==> config.mk <==
export PLATFORM = sky130hd
export DESIGN_NAME = rslvd_top
export DESIGN_NICKNAME = d
export VERILOG_FILES = /design/src/design/rslvd_pkg.sv /design/src/design/rslvd_wu_if.sv /design/src/design/rslvd_top.sv /design/src/design/rslvd_warmup.sv
export SDC_FILE = /design/constraint.sdc
export NUM_CORES = 1
export LEC_CHECK = 0
export ABC_AREA = 1
export BUFFER_PORTS_ARGS = -buffer_cell sky130_fd_sc_hd__buf_2
export CAP_MARGIN = 30
export CORE_ASPECT_RATIO = 0.6
export CORE_MARGIN = 2
export CORE_UTILIZATION = 52
export CTS_BUF_LIST = sky130_fd_sc_hd__clkbuf_16
export DETAILED_ROUTE_END_ITERATION = 8
export GPL_TIMING_DRIVEN = 0
export PLACE_DENSITY = 0.95
export SKIP_CTS_REPAIR_TIMING = 1
export SLEW_MARGIN = 20
export SYNTH_ARGS = -nofsm -noshare
export SYNTH_HDL_FRONTEND = slang
export SYNTH_SLANG_ARGS = --single-unit
==> constraint.sdc <==
create_clock -name ref_clk -period 2.15 [get_ports ref_clk]
set_input_delay 0.5375 -clock ref_clk [delete_from_list [all_inputs] [get_ports ref_clk]]
set_output_delay 0.5375 -clock ref_clk [all_outputs]
set_load 0.01 [all_outputs]
==> src/design/rslvd_pkg.sv <==
// rslvd_pkg: shared constants and types of the reset source and lvd block
package rslvd_pkg;
   // register indices (byte address is four times the index)
   localparam logic [7:0] IDX_FLAG = 8'h86;
   localparam logic [7:0] IDX_IRQ_STAT = 8'h87;
   localparam logic [7:0] IDX_IRQ_MASK = 8'h88;
   localparam int ADDR_W = 12;
   localparam logic [ADDR_W-1:0] ADDR_FLAG = {2'h0, IDX_FLAG, 2'h0};
   localparam logic [ADDR_W-1:0] ADDR_IRQ_STAT = {2'h0, IDX_IRQ_STAT, 2'h0};
   localparam logic [ADDR_W-1:0] ADDR_IRQ_MASK = {2'h0, IDX_IRQ_MASK, 2'h0};
   // field positions of system_flag_status
   localparam int B_CAUSE_HI = 7;
   localparam int B_CAUSE_LO = 6;
   localparam int B_HIGH_FLAG = 5;
   localparam int B_MID_FLAG = 4;
   localparam int B_ALU_MSB = 2;
   // irq status/mask bit positions
   localparam int B_EV_MID = 0;
   localparam int B_EV_HIGH = 1;
   // reset cause codes {reset_cause_high_bit, reset_cause_low_bit}
   localparam logic [1:0] CAUSE_WDT = 2'h0;
   localparam logic [1:0] CAUSE_POWER = 2'h2;
   localparam logic [1:0] CAUSE_EXT = 2'h3;
   // reset values
   localparam logic [2:0] ALU_RST = 3'h0;
   localparam logic [1:0] IRQ_RST = 2'h0;
   localparam logic [10:0] PROGRAM_START_ADDRESS = 11'h000;
   // oscillator warm-up counts in clock cycles
   localparam int WU_W = 12;
   localparam logic [WU_W-1:0] WU_RC_CYCLES = 12'h040;
   localparam logic [WU_W-1:0] WU_XTAL_CYCLES = 12'h800;
   // detector configuration option
   typedef enum logic [1:0] {
      detector_option_low = 2'b00,
      detector_option_mid = 2'b01,
      detector_option_high = 2'b10
   } rslvd_opt_t;
   // reset sequencer states
   typedef enum logic [2:0] {
      ST_POWERUP = 3'b000,
      ST_PINCHK = 3'b001,
      ST_INIT = 3'b010,
      ST_WARMUP = 3'b011,
      ST_RUN = 3'b100
   } rslvd_state_t;
endpackage

==> src/design/rslvd_wu_if.sv <==
// rslvd_wu_if: link between the sequencer and the warm-up counter
`timescale 1ns/100ps
interface rslvd_wu_if;
   logic arm;
   logic xtal;
   logic done;
   modport ctrl (output arm, output xtal, input done);
   modport warm (input arm, input xtal, output done);
endinterface

==> src/design/rslvd_top.sv <==
// rslvd_top: reset source merge, reset sequencer and low-voltage flags
//
// Operation
// - Reset comes from power-on, watchdog overflow, brown-out or the pin, the pin only when enabled.
// - During reset registers take initial values, the core halts, and fetch starts at address zero.
// - The cause is kept as two bits: 00 watchdog, 01 reserved, 10 power/low voltage, 11 pin.
// - Any low-voltage reset clears both supply indicator flags.
// - Power-up waits for stable supply, checks the pin, initialises, warms up, then runs.
// - With the pin enabled the device stays in reset while the pin is low.
// - A watchdog overflow resets, initialises, warms up and restarts in normal mode.
// - The lowest detector level resets under the low and mid options, for power-on and brown-out.
// - Under the low option the reset is at the lowest level and both flags read zero.
// - Under the mid option the reset stays at the lowest level and the mid flag tracks supply.
// - Under the high option the reset moves to the mid level and the high flag tracks supply.
// - The high flag tracks its threshold only under the high option.
// - Reset length depends on oscillator type, short for rc and long for crystal.
// - With the pin function enabled a low level on the pin resets the device.
//
// Register access over APB was chosen for this implementation.
`timescale 1ns/100ps
module rslvd_top (
   input wire logic ref_clk,
   input wire logic srst,
   input wire logic [rslvd_pkg::ADDR_W-1:0] paddr,
   input wire logic psel,
   input wire logic penable,
   input wire logic pwrite,
   input wire logic [31:0] pwdata,
   output logic [31:0] prdata,
   output logic pready,
   output logic pslverr,
   input wire logic supply_stable,
   input wire logic det_low_trip,
   input wire logic det_mid_trip,
   input wire logic det_high_trip,
   input wire logic wdt_overflow,
   input wire logic reset_pin_in,
   input wire logic reset_pin_enable,
   input wire logic osc_is_crystal,
   input wire rslvd_pkg::rslvd_opt_t low_voltage_detector_option,
   output logic core_hold,
   output logic fetch_start,
   output logic [10:0] fetch_addr,
   output logic irq
);
   typedef struct packed {
      rslvd_pkg::rslvd_state_t state;
      logic [1:0] cause;
      logic mid_flag;
      logic high_flag;
      logic [2:0] alu;
      logic [1:0] irq_stat;
      logic [1:0] irq_mask;
      logic [31:0] prdata;
      logic pready;
      logic pslverr;
      logic irq;
      logic core_hold;
      logic fetch_start;
      logic [10:0] fetch_addr;
      logic wu_arm;
      logic wu_xtal;
   } rslvd_top_st_t;

   rslvd_top_st_t r_reg;
   rslvd_top_st_t r_next;
   logic lvd_trip;
   logic ext_low;
   logic wr_done;
   logic [1:0] ev;
   logic [7:0] flag_val;

   rslvd_wu_if wu_if ();

   rslvd_warmup u_warmup (
      .ref_clk(ref_clk),
      .srst(srst),
      .wu(wu_if.warm)
   );

   // register index hit, 2'd0 flag, 2'd1 status, 2'd2 mask, 2'd3 none
   function automatic logic [1:0] reg_sel(
      input logic [rslvd_pkg::ADDR_W-1:0] a
   );
      logic [1:0] s;
      s = 2'h3;
      if (a == rslvd_pkg::ADDR_FLAG)
         s = 2'h0;
      else if (a == rslvd_pkg::ADDR_IRQ_STAT)
         s = 2'h1;
      else if (a == rslvd_pkg::ADDR_IRQ_MASK)
         s = 2'h2;
      return s;
   endfunction

   // reset level per detector option and pin reset level
   always_comb
   begin
      if (low_voltage_detector_option == rslvd_pkg::detector_option_high)
         lvd_trip = det_mid_trip;
      else
         lvd_trip = det_low_trip;
      ext_low = reset_pin_enable && !reset_pin_in;
   end

   // flag register read image
   always_comb
   begin
      flag_val = 8'h00;
      flag_val[rslvd_pkg::B_CAUSE_HI] = r_reg.cause[1];
      flag_val[rslvd_pkg::B_CAUSE_LO] = r_reg.cause[0];
      flag_val[rslvd_pkg::B_HIGH_FLAG] = r_reg.high_flag;
      flag_val[rslvd_pkg::B_MID_FLAG] = r_reg.mid_flag;
      flag_val[rslvd_pkg::B_ALU_MSB:0] = r_reg.alu;
   end

   // sequencer, flags, interrupts and apb slave
   always_comb
   begin
      r_next = r_reg;
      r_next.fetch_start = 1'b0;
      r_next.pready = 1'b0;
      r_next.pslverr = 1'b0;
      wr_done = psel && penable && r_reg.pready && pwrite;
      ev = 2'h0;
      if (lvd_trip || !supply_stable)
      begin
         r_next.state = rslvd_pkg::ST_POWERUP;
         r_next.cause = rslvd_pkg::CAUSE_POWER;
      end
      else if (ext_low && r_reg.state != rslvd_pkg::ST_POWERUP
               && r_reg.state != rslvd_pkg::ST_PINCHK)
      begin
         r_next.state = rslvd_pkg::ST_PINCHK;
         r_next.cause = rslvd_pkg::CAUSE_EXT;
      end
      else if (wdt_overflow && r_reg.state == rslvd_pkg::ST_RUN)
      begin
         r_next.state = rslvd_pkg::ST_INIT;
         r_next.cause = rslvd_pkg::CAUSE_WDT;
      end
      else
      begin
         unique case (r_reg.state)
            rslvd_pkg::ST_POWERUP:
               r_next.state = rslvd_pkg::ST_PINCHK;
            rslvd_pkg::ST_PINCHK:
               if (!ext_low)
                  r_next.state = rslvd_pkg::ST_INIT;
            rslvd_pkg::ST_INIT:
               r_next.state = rslvd_pkg::ST_WARMUP;
            rslvd_pkg::ST_WARMUP:
               if (wu_if.done)
               begin
                  r_next.state = rslvd_pkg::ST_RUN;
                  r_next.fetch_start = 1'b1;
               end
            rslvd_pkg::ST_RUN:
               r_next.state = rslvd_pkg::ST_RUN;
         endcase
      end
      // registers held at initial values while not running
      if (r_reg.state != rslvd_pkg::ST_RUN || r_next.state != rslvd_pkg::ST_RUN)
      begin
         r_next.alu = rslvd_pkg::ALU_RST;
         r_next.irq_stat = rslvd_pkg::IRQ_RST;
         r_next.irq_mask = rslvd_pkg::IRQ_RST;
         r_next.mid_flag = 1'b0;
         r_next.high_flag = 1'b0;
      end
      else
      begin
         r_next.mid_flag = det_mid_trip && low_voltage_detector_option
            != rslvd_pkg::detector_option_low;
         r_next.high_flag = det_high_trip && low_voltage_detector_option
            == rslvd_pkg::detector_option_high;
         ev[rslvd_pkg::B_EV_MID] = r_next.mid_flag && !r_reg.mid_flag;
         ev[rslvd_pkg::B_EV_HIGH] = r_next.high_flag && !r_reg.high_flag;
         // software writes only store values, never start a reset
         if (wr_done)
         begin
            unique case (reg_sel(paddr))
               2'h0:
               begin
                  r_next.cause =
                     pwdata[rslvd_pkg::B_CAUSE_HI:rslvd_pkg::B_CAUSE_LO];
                  r_next.alu = pwdata[rslvd_pkg::B_ALU_MSB:0];
               end
               2'h1:
                  r_next.irq_stat = r_reg.irq_stat & ~pwdata[1:0];
               2'h2:
                  r_next.irq_mask = pwdata[1:0];
               2'h3:
                  r_next.irq_mask = r_reg.irq_mask;
            endcase
         end
         // a new event wins over a clear in the same cycle
         r_next.irq_stat = r_next.irq_stat | ev;
      end
      // apb setup phase: prepare answer for the access phase
      if (psel && !penable)
      begin
         r_next.pready = 1'b1;
         unique case (reg_sel(paddr))
            2'h0:
               r_next.prdata = {24'h000000, flag_val};
            2'h1:
               r_next.prdata = {30'h0, r_reg.irq_stat};
            2'h2:
               r_next.prdata = {30'h0, r_reg.irq_mask};
            2'h3:
            begin
               r_next.prdata = 32'h00000000;
               r_next.pslverr = 1'b1;
            end
         endcase
      end
      r_next.irq = |(r_next.irq_stat & r_next.irq_mask);
      r_next.core_hold = r_next.state != rslvd_pkg::ST_RUN;
      r_next.fetch_addr = rslvd_pkg::PROGRAM_START_ADDRESS;
      r_next.wu_arm = r_next.state == rslvd_pkg::ST_WARMUP;
      r_next.wu_xtal = osc_is_crystal;
   end

   // state register, power-on cause on srst
   always_ff @(posedge ref_clk)
   begin
      if (srst)
      begin
         r_reg <= '0;
         r_reg.state <= rslvd_pkg::ST_POWERUP;
         r_reg.cause <= rslvd_pkg::CAUSE_POWER;
         r_reg.core_hold <= 1'b1;
      end
      else
         r_reg <= r_next;
   end

   // outputs straight from the state register
   assign wu_if.arm = r_reg.wu_arm;
   assign wu_if.xtal = r_reg.wu_xtal;
   assign prdata = r_reg.prdata;
   assign pready = r_reg.pready;
   assign pslverr = r_reg.pslverr;
   assign irq = r_reg.irq;
   assign core_hold = r_reg.core_hold;
   assign fetch_start = r_reg.fetch_start;
   assign fetch_addr = r_reg.fetch_addr;
endmodule

==> src/design/rslvd_warmup.sv <==
// rslvd_warmup: oscillator warm-up counter, count chosen per oscillator
`timescale 1ns/100ps
module rslvd_warmup (
   input wire logic ref_clk,
   input wire logic srst,
   rslvd_wu_if.warm wu
);
   typedef struct packed {
      logic [rslvd_pkg::WU_W-1:0] cnt;
      logic done;
   } rslvd_wu_st_t;

   rslvd_wu_st_t r_reg;
   rslvd_wu_st_t r_next;
   logic [rslvd_pkg::WU_W-1:0] limit;

   // count armed cycles until the oscillator limit, then flag done
   always_comb
   begin
      r_next = r_reg;
      limit = wu.xtal ? rslvd_pkg::WU_XTAL_CYCLES : rslvd_pkg::WU_RC_CYCLES;
      if (!wu.arm)
      begin
         r_next.cnt = '0;
         r_next.done = 1'b0;
      end
      else if (r_reg.cnt == limit - 12'h001)
         r_next.done = 1'b1;
      else
         r_next.cnt = r_reg.cnt + 12'h001;
   end

   // state register
   always_ff @(posedge ref_clk)
   begin
      if (srst)
         r_reg <= '0;
      else
         r_reg <= r_next;
   end

   assign wu.done = r_reg.done;
endmodule

Yosys cells after proc, flatten, opt, wreduce, memory -nomap -nowiden. Index checks and enable logic that the tools add are counted.

Add/sub/neg operators: 2. Equal/unequal tests: 18. Muxes and demuxes: 28. Bitwise operators: 7. Reductions and logical operators: 32.

Operators with widths (number): $pmux 32 s4 (1); $eq 12x10->1 const B (3); $mux 34 (1); $mux 2 (11); $pmux 3 s5 (1); $mux 7 (2); $add 12x1->12 const B (1); $eq 12x12->1 (1); $logic_and 1x1->1 (12); $mux 12 (1); $mux 3 (4); $sub 12x1->12 const B (1); $mux 5 (2); $eq 3x2->1 const B (3); $mux 9 (1); $eq 2x2->1 const B (4); $reduce_or 2->1 (4); $ne 3x3->1 const B (2); $reduce_bool 2->1 (3); $logic_not 1->1 (5); $reduce_or 5->1 (1); $and 2x2->2 (2); $eq 2x1->1 const B (2); $logic_not 2->1 (2); 11 further kinds (17).

Register bits: 77.

Longest topological paths before layout. Gate-level depths: netlist of the first run.

Depth after elaboration: 18. Mapped depth: 10. Mapped depth without buffers: 10.

Cells and area by module. Synthesis of the first run repeated with hierarchy kept, for this count alone.

Cells, all modules: 369. Area total of the unflattened synthesis: 2548.7 um^2.

Modules (own cells, without submodules): rslvd_top (times used 1, cells an instance 258, area each 1799.2 um^2, seq. area each 560.5 um^2); rslvd_warmup (times used 1, cells an instance 111, area each 749.5 um^2, seq. area each 260.2 um^2).

Worst setup path before layout of the first run. Ideal clock, no wire load.

Path kind: input to register. Start: input penable. End: register r_reg (netlist bit irq). Setup time: 0.113 ns. Arrival time: 1.307 ns. Slack: 0.730 ns. Stages on the path: 9. Buffers on the path: 0. Cell sequence: nand2_1 nor2_1 inv_2 nor2_1 nand3_1 nand2_1 nand2_1 nand3_1 nand2_1.

Longest elaborated chain between the ends: 9.

Ends and longest elaborated chain: from (decl) (RTL line rslvd_top.sv:26) `input wire logic penable,`; $logic_and 1x1->1 (*) (3 in series) (RTL line rslvd_top.sv:124) `wr_done = psel && penable && r_reg.pready && pwrite;`; $mux 7 (*) (RTL line rslvd_top.sv:180) `if (wr_done)`; $mux 7 (*) (RTL line rslvd_top.sv:163) `if (r_reg.state != rslvd_pkg::ST_RUN || r_next.state != rslvd_pkg::ST_RUN)`; $or 2x2->2 (RTL line rslvd_top.sv:198) `r_next.irq_stat = r_next.irq_stat | ev;`; $mux 9 (*) (RTL line rslvd_top.sv:163); $and 2x2->2 (*) (RTL line rslvd_top.sv:218) `r_next.irq = |(r_next.irq_stat & r_next.irq_mask);`; $reduce_or 2->1 (*) (RTL line rslvd_top.sv:218); to (signal assigned) (RTL line rslvd_top.sv:236) `r_reg <= r_next;`; to (decl) (RTL line rslvd_top.sv:65) `rslvd_top_st_t r_reg;`.

Mark *: on every way between the ends. The rest lies on a longest branch, timed or not. The select of a mux whose other input is x is not followed. A chain may end at the register's enable or synchronous reset.

Worst setup path in the final report of the first run. Ends and elaborated chain as after synthesis.

==> reports/results.ini, run 1 <==
[global_route]
grt_pass1_wl_mm=8.98
grtUsageTotal=0.208
grt_overflow=0
grt_pass1_vias=2102
antenna_found_initial=0
grt_max_degree=12

[floorplan]
core_um2=4640
die_w_um=94.2
rows=19
ios=107
die_h_um=58.1
design.die.area_um2=5470
initial_utilization=0.547

[timing]
fmax_mhz=665
tns_ps=0
fin_crit_ps=1500
fin_crit_sh=0.700
drv_slew=0
finalSetupViolCount=0
finalHoldViolations=0
fin_skew_ps=5.63
rsz0062_at_grt=no

[route]
routed_wl_mm=5.35
vias_per_cell=4.59
wl_per_cell_um=10.3
wirelength_met1_mm=2.51
routed-wl-met2_mm=2.36
drc=0
wl_met3_um=428
dr.pass1.iters=5
top_layer=met4
vias=2388
drt_iter0_markers=176
antenna_left=0

[clocking]
cts_sinks=41
clkSlewWorstSetupHoldPaths_ps=50
insertion_delay_ps=280
htreeDepth=2
cts_tree=built
cts_buffers=5
cts_buffer_depth=2
root_buffer=clkbuf_16

[power]
ir_drop_mv=0.310
comb_power_share=0.126
p_leak_uw=0.00163
p_clk_frac=0.410
p_int_uw=1280
seq_power_share=0.464
switching_share=0.232
power_switching_uw=386
powerDensity_nw_per_um2=540

[finish]
area_growth_pct=21.8
largest_reg_flops=12
drive_gt1_frac=0.282
n_antenna_cell=0
final_util=0.667
fin_area_um2=3090
num-nets-final=517

[yosys]
netlist_instances=373
yosysWarnings=0
synth_cell_type_count=29
ys_seq_area_frac=0.323
yosys_register_bits=41
syn_area_um2=2540
post_synth.cell_area_avg_um2=6.80

[place]
placed_area_um2=2960
place_congestion=0.914
io_buffers=42
dpl.hpwl_mm=4.31

[worst_setup_path]
start_kind=primary input
worstPathRequired_ps=2320
cp.arrival_ps=1680
crit_fanout=4
crit_path_end_kind=register
worst-setup-path-type=in -> reg

[outcome]
status=completed

[run]
maxCapViolCount=0

[hold_path]
hold_path.class=reg -> reg

==> layout make-up <==
type / count / area, um^2
Multi-Input combinational cell: 276 / 1340
Buffer: 47 / 345
Inverter: 44 / 165
Clock buffer: 5 / 125
Sequential cell: 41 / 821
Tap cell: 63 / 78.8
Timing Repair Buffer: 42 / 210
Fill cell: 376 / 1550
Clock inverter: 2 / 7.51
==> layout by cell type, fill, tap and decap left out, types with 2 or more instances in the layout <==
cell and count:
a21oi_1 12, a21oi_2 2, buf_2 42, buf_4 45, clkbuf_1 2, clkbuf_16 5, conb_1 36, dfxtp_1 41
inv_1 35, inv_2 10, nand2_1 74, nand2_2 3, nand3_1 25, nand3_2 2, nand3_4 2, nand4_1 8
nor2_1 66, nor2_2 6, nor2_4 4, nor2_8 2, nor3_1 3, o21ai_0 11, or2_2 5, xnor2_1 2
xor2_1 7
==> final timing paths <==
path	start	endpoint	slack, ps	cells past startpoint
worst max-delay path	penable	irq	650	10
worst max register to register	pready	irq	670	9
worst min register to register	prdata[1]	prdata[1]	470	2
worst min-delay path	prdata[1]	prdata[1]	470	2
==> Yosys cell counts <==
library cell / n / area [um^2]
clkbuf_1: 2 / 7.51
a21oi_1: 12 / 60.1
nor3_1: 3 / 15.0
xnor2_1: 2 / 17.5
ha_1: 1 / 12.5
xor2_1: 7 / 61.3
nor2_1: 66 / 248
conb_1: 1 / 3.75
nand3_4: 2 / 35.0
nand2_1: 74 / 278
nor2_8: 2 / 40.0
o211ai_1: 1 / 7.51
nor3_2: 1 / 10.0
inv_2: 10 / 37.5
nand2_2: 3 / 18.8
o21ai_0: 11 / 55.1
nand3_2: 2 / 20.0
buf_4: 45 / 338
a21oi_2: 2 / 17.5
nor2_4: 4 / 45.0
nand4_1: 8 / 50.1
a31oi_1: 1 / 6.26
nor2_2: 6 / 37.5
o21ai_1: 1 / 5.00
inv_1: 34 / 128
nand3_1: 25 / 125
dfxtp_1: 41 / 821
or2_2: 5 / 31.3
and2_1: 1 / 6.26
==> kinds of logic after synthesis <==
kind of cell / count (synthesis) / synth area share
AO/OA/AOI/OAI: 28 / 0.0597
AND/OR/NAND/NOR: 202 / 0.378
adder cells (fa/ha/maj): 1 / 0.00493
flip-flops: 41 / 0.323
XOR/XNOR: 9 / 0.0311
buffers and inverters: 91 / 0.201
other: 1 / 0.00148
==> critical path: stages <==
cell and delay (ps):
buf_2 90, nand2_1 50, nor2_1 270, inv_2 140
nor2_1 160, nand3_1 100, nand2_1 120, nand2_1 70
nand3_1 90, nand2_1 60
==> per-stage QoR <==
step	total power [uW]	hold WS, ps	setup slack [ps]	instances
finish	1670	467	646	520
floorplan	945	433	730	408
global placement	992	455	441	513
detailed placement	997	458	401	513
global route	1740	469	508	520
CTS	1670	466	680	520
==> metal layers <==
layer / global-route usage / vias to the layer above
met5: 0 / -
met2: 0.326 / 96
met1: 0.281 / 1031
li1: - / 1255
met4: 0.0642 / 0
met3: 0.0611 / 6
==> power by group through the flow <==
stage | sequential [uW] | clock, uW | combinational [uW]
6_report | 774 | 684 | 210
4_1_cts | 774 | 692 | 207
2_1_floorplan | 790 | 0 | 155
3_5_place_dp | 790 | 0 | 206
3_3_place_gp | 790 | 0 | 201
5_1_grt | 775 | 729 | 233
(Power assumes the default switching activity.)
==> run 2: changes to the inputs <==
Settings changed: CORE_UTILIZATION 52 to 44, PLACE_DENSITY 0.95 to 0.88.
Clock period 2.15 ns to 1.38 ns, I/O delays scaled along.
==> run 2 against run 1 <==
Net effect: routed wire length increased by 11%; clock skew about the same; power rose by 71%; worst hold slack worse by 200 ps; die area up 17%; flip-flop and latch count unchanged; utilization fell by 7.2 points.
==> reports/results.ini, run 2 (synthesis results as in run 1) <==
[power]
total_power_uw=2850  ; was 1670 uW
powerDensity_nw_per_um2=861  ; was 540 nW/um^2
p_leak_uw=0.00169  ; was 0.00163 uW
ir_drop_mv=0.386  ; was 0.310 mV

[worst_setup_path]
start_kind=register  ; was primary input
rr_endpoint=flag_val[6]  ; was irq
worst-setup-path-type=reg -> reg  ; was in -> reg
reg2reg_from=r_reg[62]  ; was pready
cp.arrival_ps=1580  ; was 1680 ps
cp-startpoint=r_reg[62]  ; was penable
crit_path_end_kind=register  ; unchanged
worstPathRequired_ps=1600  ; was 2320 ps
r2r_slack_ps=20  ; was 670 ps
crit_fanout=3  ; was 4
rr_worst_depth=10  ; was 9

[global_route]
antenna_found_initial=0  ; unchanged
grt_pass1_wl_mm=9.11  ; was 8.98 mm
grt_max_degree=13  ; was 12
grt_overflow=0  ; unchanged
grtUsageTotal=0.176  ; was 0.208
grt_pass1_vias=2138  ; was 2102

[finish]
num-nets-final=523  ; was 517
final_cells=544  ; was 520
drive_gt1_frac=0.360  ; was 0.282
layout_commonest_cell=nand2_1  ; unchanged
fillerInstances=524  ; was 376
layout_common_cells=67 x nand2_1, 58 x nor2_1, 50 x buf_4  ; was 74 x nand2_1, 66 x nor2_1, 45 x buf_4
largest_reg_flops=12  ; unchanged
area_growth_pct=30.5  ; was 21.8%
n_antenna_cell=0  ; unchanged

[hold_path]
min_from=pwdata[7]  ; was prdata[1]
hold_path.class=in -> reg  ; was reg -> reg
hold_end=flag_val[7]  ; was prdata[1]
min_path_cells=3  ; was 2

[timing]
fin_crit_sh=0.986
rsz0062_at_grt=yes  ; was no
finalHoldViolations=0  ; unchanged
fin_skew_ps=5.59  ; was 5.63 ps
finalSetupViolCount=0  ; unchanged
fmax_mhz=735
timing.hold.ws_ps=263  ; was 467 ps
tns_ps=0  ; unchanged
drv_slew=0  ; unchanged
worst_slack_ps=19.8  ; was 646 ps
fin_crit_ps=1360

[place]
dpl.cell_count=530  ; was 513
place_congestion=0.852  ; was 0.914
io_buffers=42  ; unchanged
pre_cts_ws_ps=-215  ; was 401 ps
dpl.hpwl_mm=4.35  ; was 4.31 mm

[floorplan]
ios=107  ; unchanged
die_w_um=102  ; was 94.2 um
design.die.area_um2=6410  ; was 5470 um^2
core_um2=5570  ; was 4640 um^2
die_h_um=62.8  ; was 58.1 um
initial_utilization=0.456  ; was 0.547
rows=21  ; was 19

[run]
maxCapViolCount=0  ; unchanged

[route]
vias=2455  ; was 2388
antenna_left=0  ; unchanged
drc=0  ; unchanged
routed_wl_mm=5.96  ; was 5.35 mm
wl_per_cell_um=10.9  ; was 10.3 um
drt_iter0_markers=245  ; was 176
vias_per_cell=4.51  ; was 4.59
dr.pass1.iters=6  ; was 5

[clocking]
cts_tree=built  ; unchanged
clkSlewWorstSetupHoldPaths_ps=60  ; was 50 ps
root_buffer=clkbuf_16  ; unchanged
cts_buffers=5  ; unchanged
cts_buffer_depth=2  ; unchanged
htreeDepth=2  ; unchanged
cts_sinks=41  ; unchanged
insertion_delay_ps=280  ; about the same

[outcome]
status=completed  ; unchanged

## run 2: cell count changes in the layout (fill, tap and decap cells not counted), moves of 2 or more
cell / before / now
dfxtp_1: 41 / 31
nor2_1: 66 / 58
dfxtp_2: 0 / 7
nand2_1: 74 / 67
nand2_2: 3 / 9
buf_4: 45 / 50
nand3_1: 25 / 21
nand3_2: 2 / 6
nor2_2: 6 / 10
nor2_4: 4 / 8
dfxtp_4: 0 / 3
inv_4: 0 / 2
## run 2: report_power, final
group	total [uW]	internal [uW]	switching, uW	leakage, uW
registers	1200	1190	9.81	0.000338
logic	350	165	186	0.00127
clock network	1300	840	457	0.0000826
## run 2: area by class of cell
class / count / area, um^2 / share of cell area
Buffer: 47 / 349 / 0.105
Clock buffer: 5 / 125 / 0.0378
Clock inverter: 3 / 37.5 / 0.0113
Inverter: 44 / 170 / 0.0514
Multi-Input combinational cell: 276 / 1430 / 0.433
Sequential cell: 41 / 841 / 0.254
Tap cell: 80 / 100 / 0.0302
Timing Repair Buffer: 48 / 255 / 0.0771
## run 2: stage by stage
stage | instance area (um^2) | util
2_1_floorplan | 2670 | -
3_3_place_gp | 2980 | 0.535
3_5_place_dp | 2980 | 0.535
4_1_cts | 3140 | 0.564
5_1_grt | 3310 | 0.594
6_report | 3310 | 0.594
## run 2: critical path: stages (launching register included)
cell	delay, ps
dfxtp_4	360
nor2_4	120
nand2_1	90
nand2_1	90
nand2_1	80
inv_2	80
nand3_4	100
buf_4	170
nor2_4	80
nor2_1	40
nor2_1	90
## run 2: metal layers
metal | part of all wire | track usage | up-vias
met2 | 0.47 | 0.282 | 100
li1 | - | - | 1267
met1 | 0.44 | 0.235 | 1075
met3 | 0.080 | 0.0425 | 13
met4 | 0.015 | 0.0483 | 0
met5 | 0 | 0 | -
## run 2: worst max path at each step
stage / to / depth (start not counted) / slack [ps]
detailed placement: irq / 10 / -210
floorplan: u_warmup.r_reg[10] / 7 / 80
global route: irq / 9 / -50
CTS: u_warmup.r_reg[10] / 7 / -120
global placement: irq / 10 / -150
finish: flag_val[6] / 10 / 20
==> run 3: changes to the inputs <==
Settings changed: CAP_MARGIN 30 to 10, CORE_UTILIZATION 44 to 48, PLACE_DENSITY 0.88 to 0.91.
Clock period 1.38 ns to 1.3 ns, I/O delays scaled along.
==> run 3 against run 2 <==
Net effect: the flow now finishes with violations (setup timing); flip-flop and latch count unchanged; non-clock buffer count rose by 3; first-iteration DRC count fell by 26%; sequential power rose by 7%; combinational power increased by 5%; largest cell class unchanged.
==> reports/results.ini, run 3 (synthesis results as in run 1) <==
[clocking]
cts_buffer_depth=2  ; unchanged
insertion_delay_ps=290  ; was 280 ps
clkSlewWorstSetupHoldPaths_ps=60  ; about the same
htreeDepth=2  ; unchanged
root_buffer=clkbuf_16  ; unchanged
cts_buffers=5  ; unchanged
cts_tree=built  ; unchanged
cts_sinks=41  ; unchanged

[timing]
finalHoldViolations=0  ; unchanged
timing.hold.ws_ps=238  ; was 263 ps
fin_skew_ps=9.29  ; was 5.59 ps
drv_slew=0  ; unchanged
worst_slack_ps=-74.2  ; was 19.8 ps
fin_crit_ps=1370  ; was 1360 ps
rsz0062_at_grt=yes  ; unchanged
fin_crit_sh=1.06  ; was 0.986
finalSetupViolCount=16  ; was 0
fmax_mhz=728  ; was 735 MHz
tns_ps=-771  ; was 0 ps

[floorplan]
die_w_um=97.9  ; was 102 um
ios=107  ; unchanged
die_h_um=60.3  ; was 62.8 um
initial_utilization=0.500  ; was 0.456
rows=20  ; was 21
design.die.area_um2=5900  ; was 6410 um^2
core_um2=5080  ; was 5570 um^2

[place]
dpl.hpwl_mm=4.32  ; was 4.35 mm
io_buffers=42  ; unchanged
place_congestion=0.923  ; was 0.852

[route]
routed_wl_mm=6.36  ; was 5.96 mm
dr.pass1.iters=5  ; was 6
vias_per_cell=4.79  ; was 4.51
drc=0  ; unchanged
antenna_left=0  ; unchanged
vias=2552  ; was 2455
drt_iter0_markers=181  ; was 245
wl_per_cell_um=11.9  ; was 10.9 um

[global_route]
grt_pass1_wl_mm=9.09  ; was 9.11 mm
grt_pass1_vias=2079  ; was 2138
grtUsageTotal=0.195  ; was 0.176
grt_max_degree=13  ; unchanged
grt_overflow=0  ; unchanged
antenna_found_initial=0  ; unchanged

[worst_setup_path]
worst-setup-path-type=reg -> reg  ; unchanged
crit_fanout=7  ; was 3
start_kind=register  ; unchanged
crit_path_end_kind=register  ; unchanged
cp.arrival_ps=1600  ; was 1580 ps
worstPathRequired_ps=1520  ; was 1600 ps

[outcome]
status=complete, but fails checks  ; was completed
violations=setup timing

[power]
comb_power_share=0.130  ; was 0.123
p_clk_frac=0.421  ; was 0.455
seq_power_share=0.450  ; was 0.422
switching_share=0.248  ; was 0.229
power_switching_uw=705  ; was 653 uW
powerDensity_nw_per_um2=845  ; was 861 nW/um^2
ir_drop_mv=0.446  ; was 0.386 mV
p_leak_uw=0.00170  ; was 0.00169 uW
total_power_uw=2840  ; was 2850 uW
p_int_uw=2130  ; was 2200 uW

[finish]
area_growth_pct=32.3  ; was 30.5%
multi_input_area_um2=1480  ; was 1430 um^2
seqCellArea_um2=847  ; was 841 um^2
drive_gt1_frac=0.405  ; was 0.360
largest_reg_flops=12  ; unchanged
fillerInstances=412  ; was 524
layout_common_cells=65 x nand2_1, 52 x buf_4, 51 x nor2_1  ; was 67 x nand2_1, 58 x nor2_1, 50 x buf_4
final_util=0.661  ; was 0.594
num-nets-final=526  ; was 523
n_antenna_cell=0  ; unchanged
layout_commonest_cell=nand2_1  ; unchanged

[run]
maxCapViolCount=0  ; unchanged

[hold_path]
hold_path.class=in -> reg  ; unchanged

## run 3: cell types whose count changed in the layout (fill, tap and decap cells not counted), sizes merged
cell / previous run / this run
clkinv: 1 / 3
bufinv: 1 / 0
buf: 93 / 96
inv: 45 / 44
## run 3: worst paths after layout
kind | startpoint | endpoint | slack, ps | cells past startpoint
max | r_reg[62] | flag_val[1] | -70 | 10
min | osc_is_crystal | wu_if.xtal | 240 | 3
min reg2reg | u_warmup.wu.done | u_warmup.wu.done | 480 | 2
max reg2reg | r_reg[62] | flag_val[1] | -70 | 10
## run 3: metrics by stage
stage,setup WS (ps),std cells,instance area (um^2)
2_1_floorplan,2.82,408,2670
3_3_place_gp,-195,516,2960
3_5_place_dp,-233,516,2960
4_1_cts,-199,524,3100
5_1_grt,-188,533,3360
6_report,-74.2,533,3360
## run 3: critical path, cell delays in order, from the launching register on
cell and delay, ps:
dfxtp_2 360, inv_4 50, nor2_4 110, nand2_2 80, nand2_2 70, nand2_2 60
inv_2 90, nand3_4 120, nor2_8 210, nand2_1 70, nor2_1 100
## run 3: cell type report
type | count | share of cell area
plain buffers | 47 | 0.104
inverters | 44 | 0.0514
well taps | 66 | 0.0246
flip-flops and latches | 41 | 0.252
clock buffers | 5 | 0.0373
multi-input cells | 276 | 0.440
clock inverters | 3 | 0.00373
repair buffers | 51 | 0.0864
## run 3: power by group through the flow
stage | logic [uW] | registers [uW] | clock network (uW)
after CTS | 343 | 1280 | 1180
after global placement | 333 | 1310 | 0
final | 368 | 1280 | 1190
after floorplan | 257 | 1310 | 0
after global routing | 406 | 1280 | 1240
after detailed placement | 341 | 1310 | 0
## run 3: layer usage
layer  global-route usage  vias up  share of wire
met4               0.0615        0          0.013
met1                0.246     1149           0.42
met2                0.341      118           0.48
met5                    0        -              0
li1                     -     1274              -
met3               0.0456       11          0.083
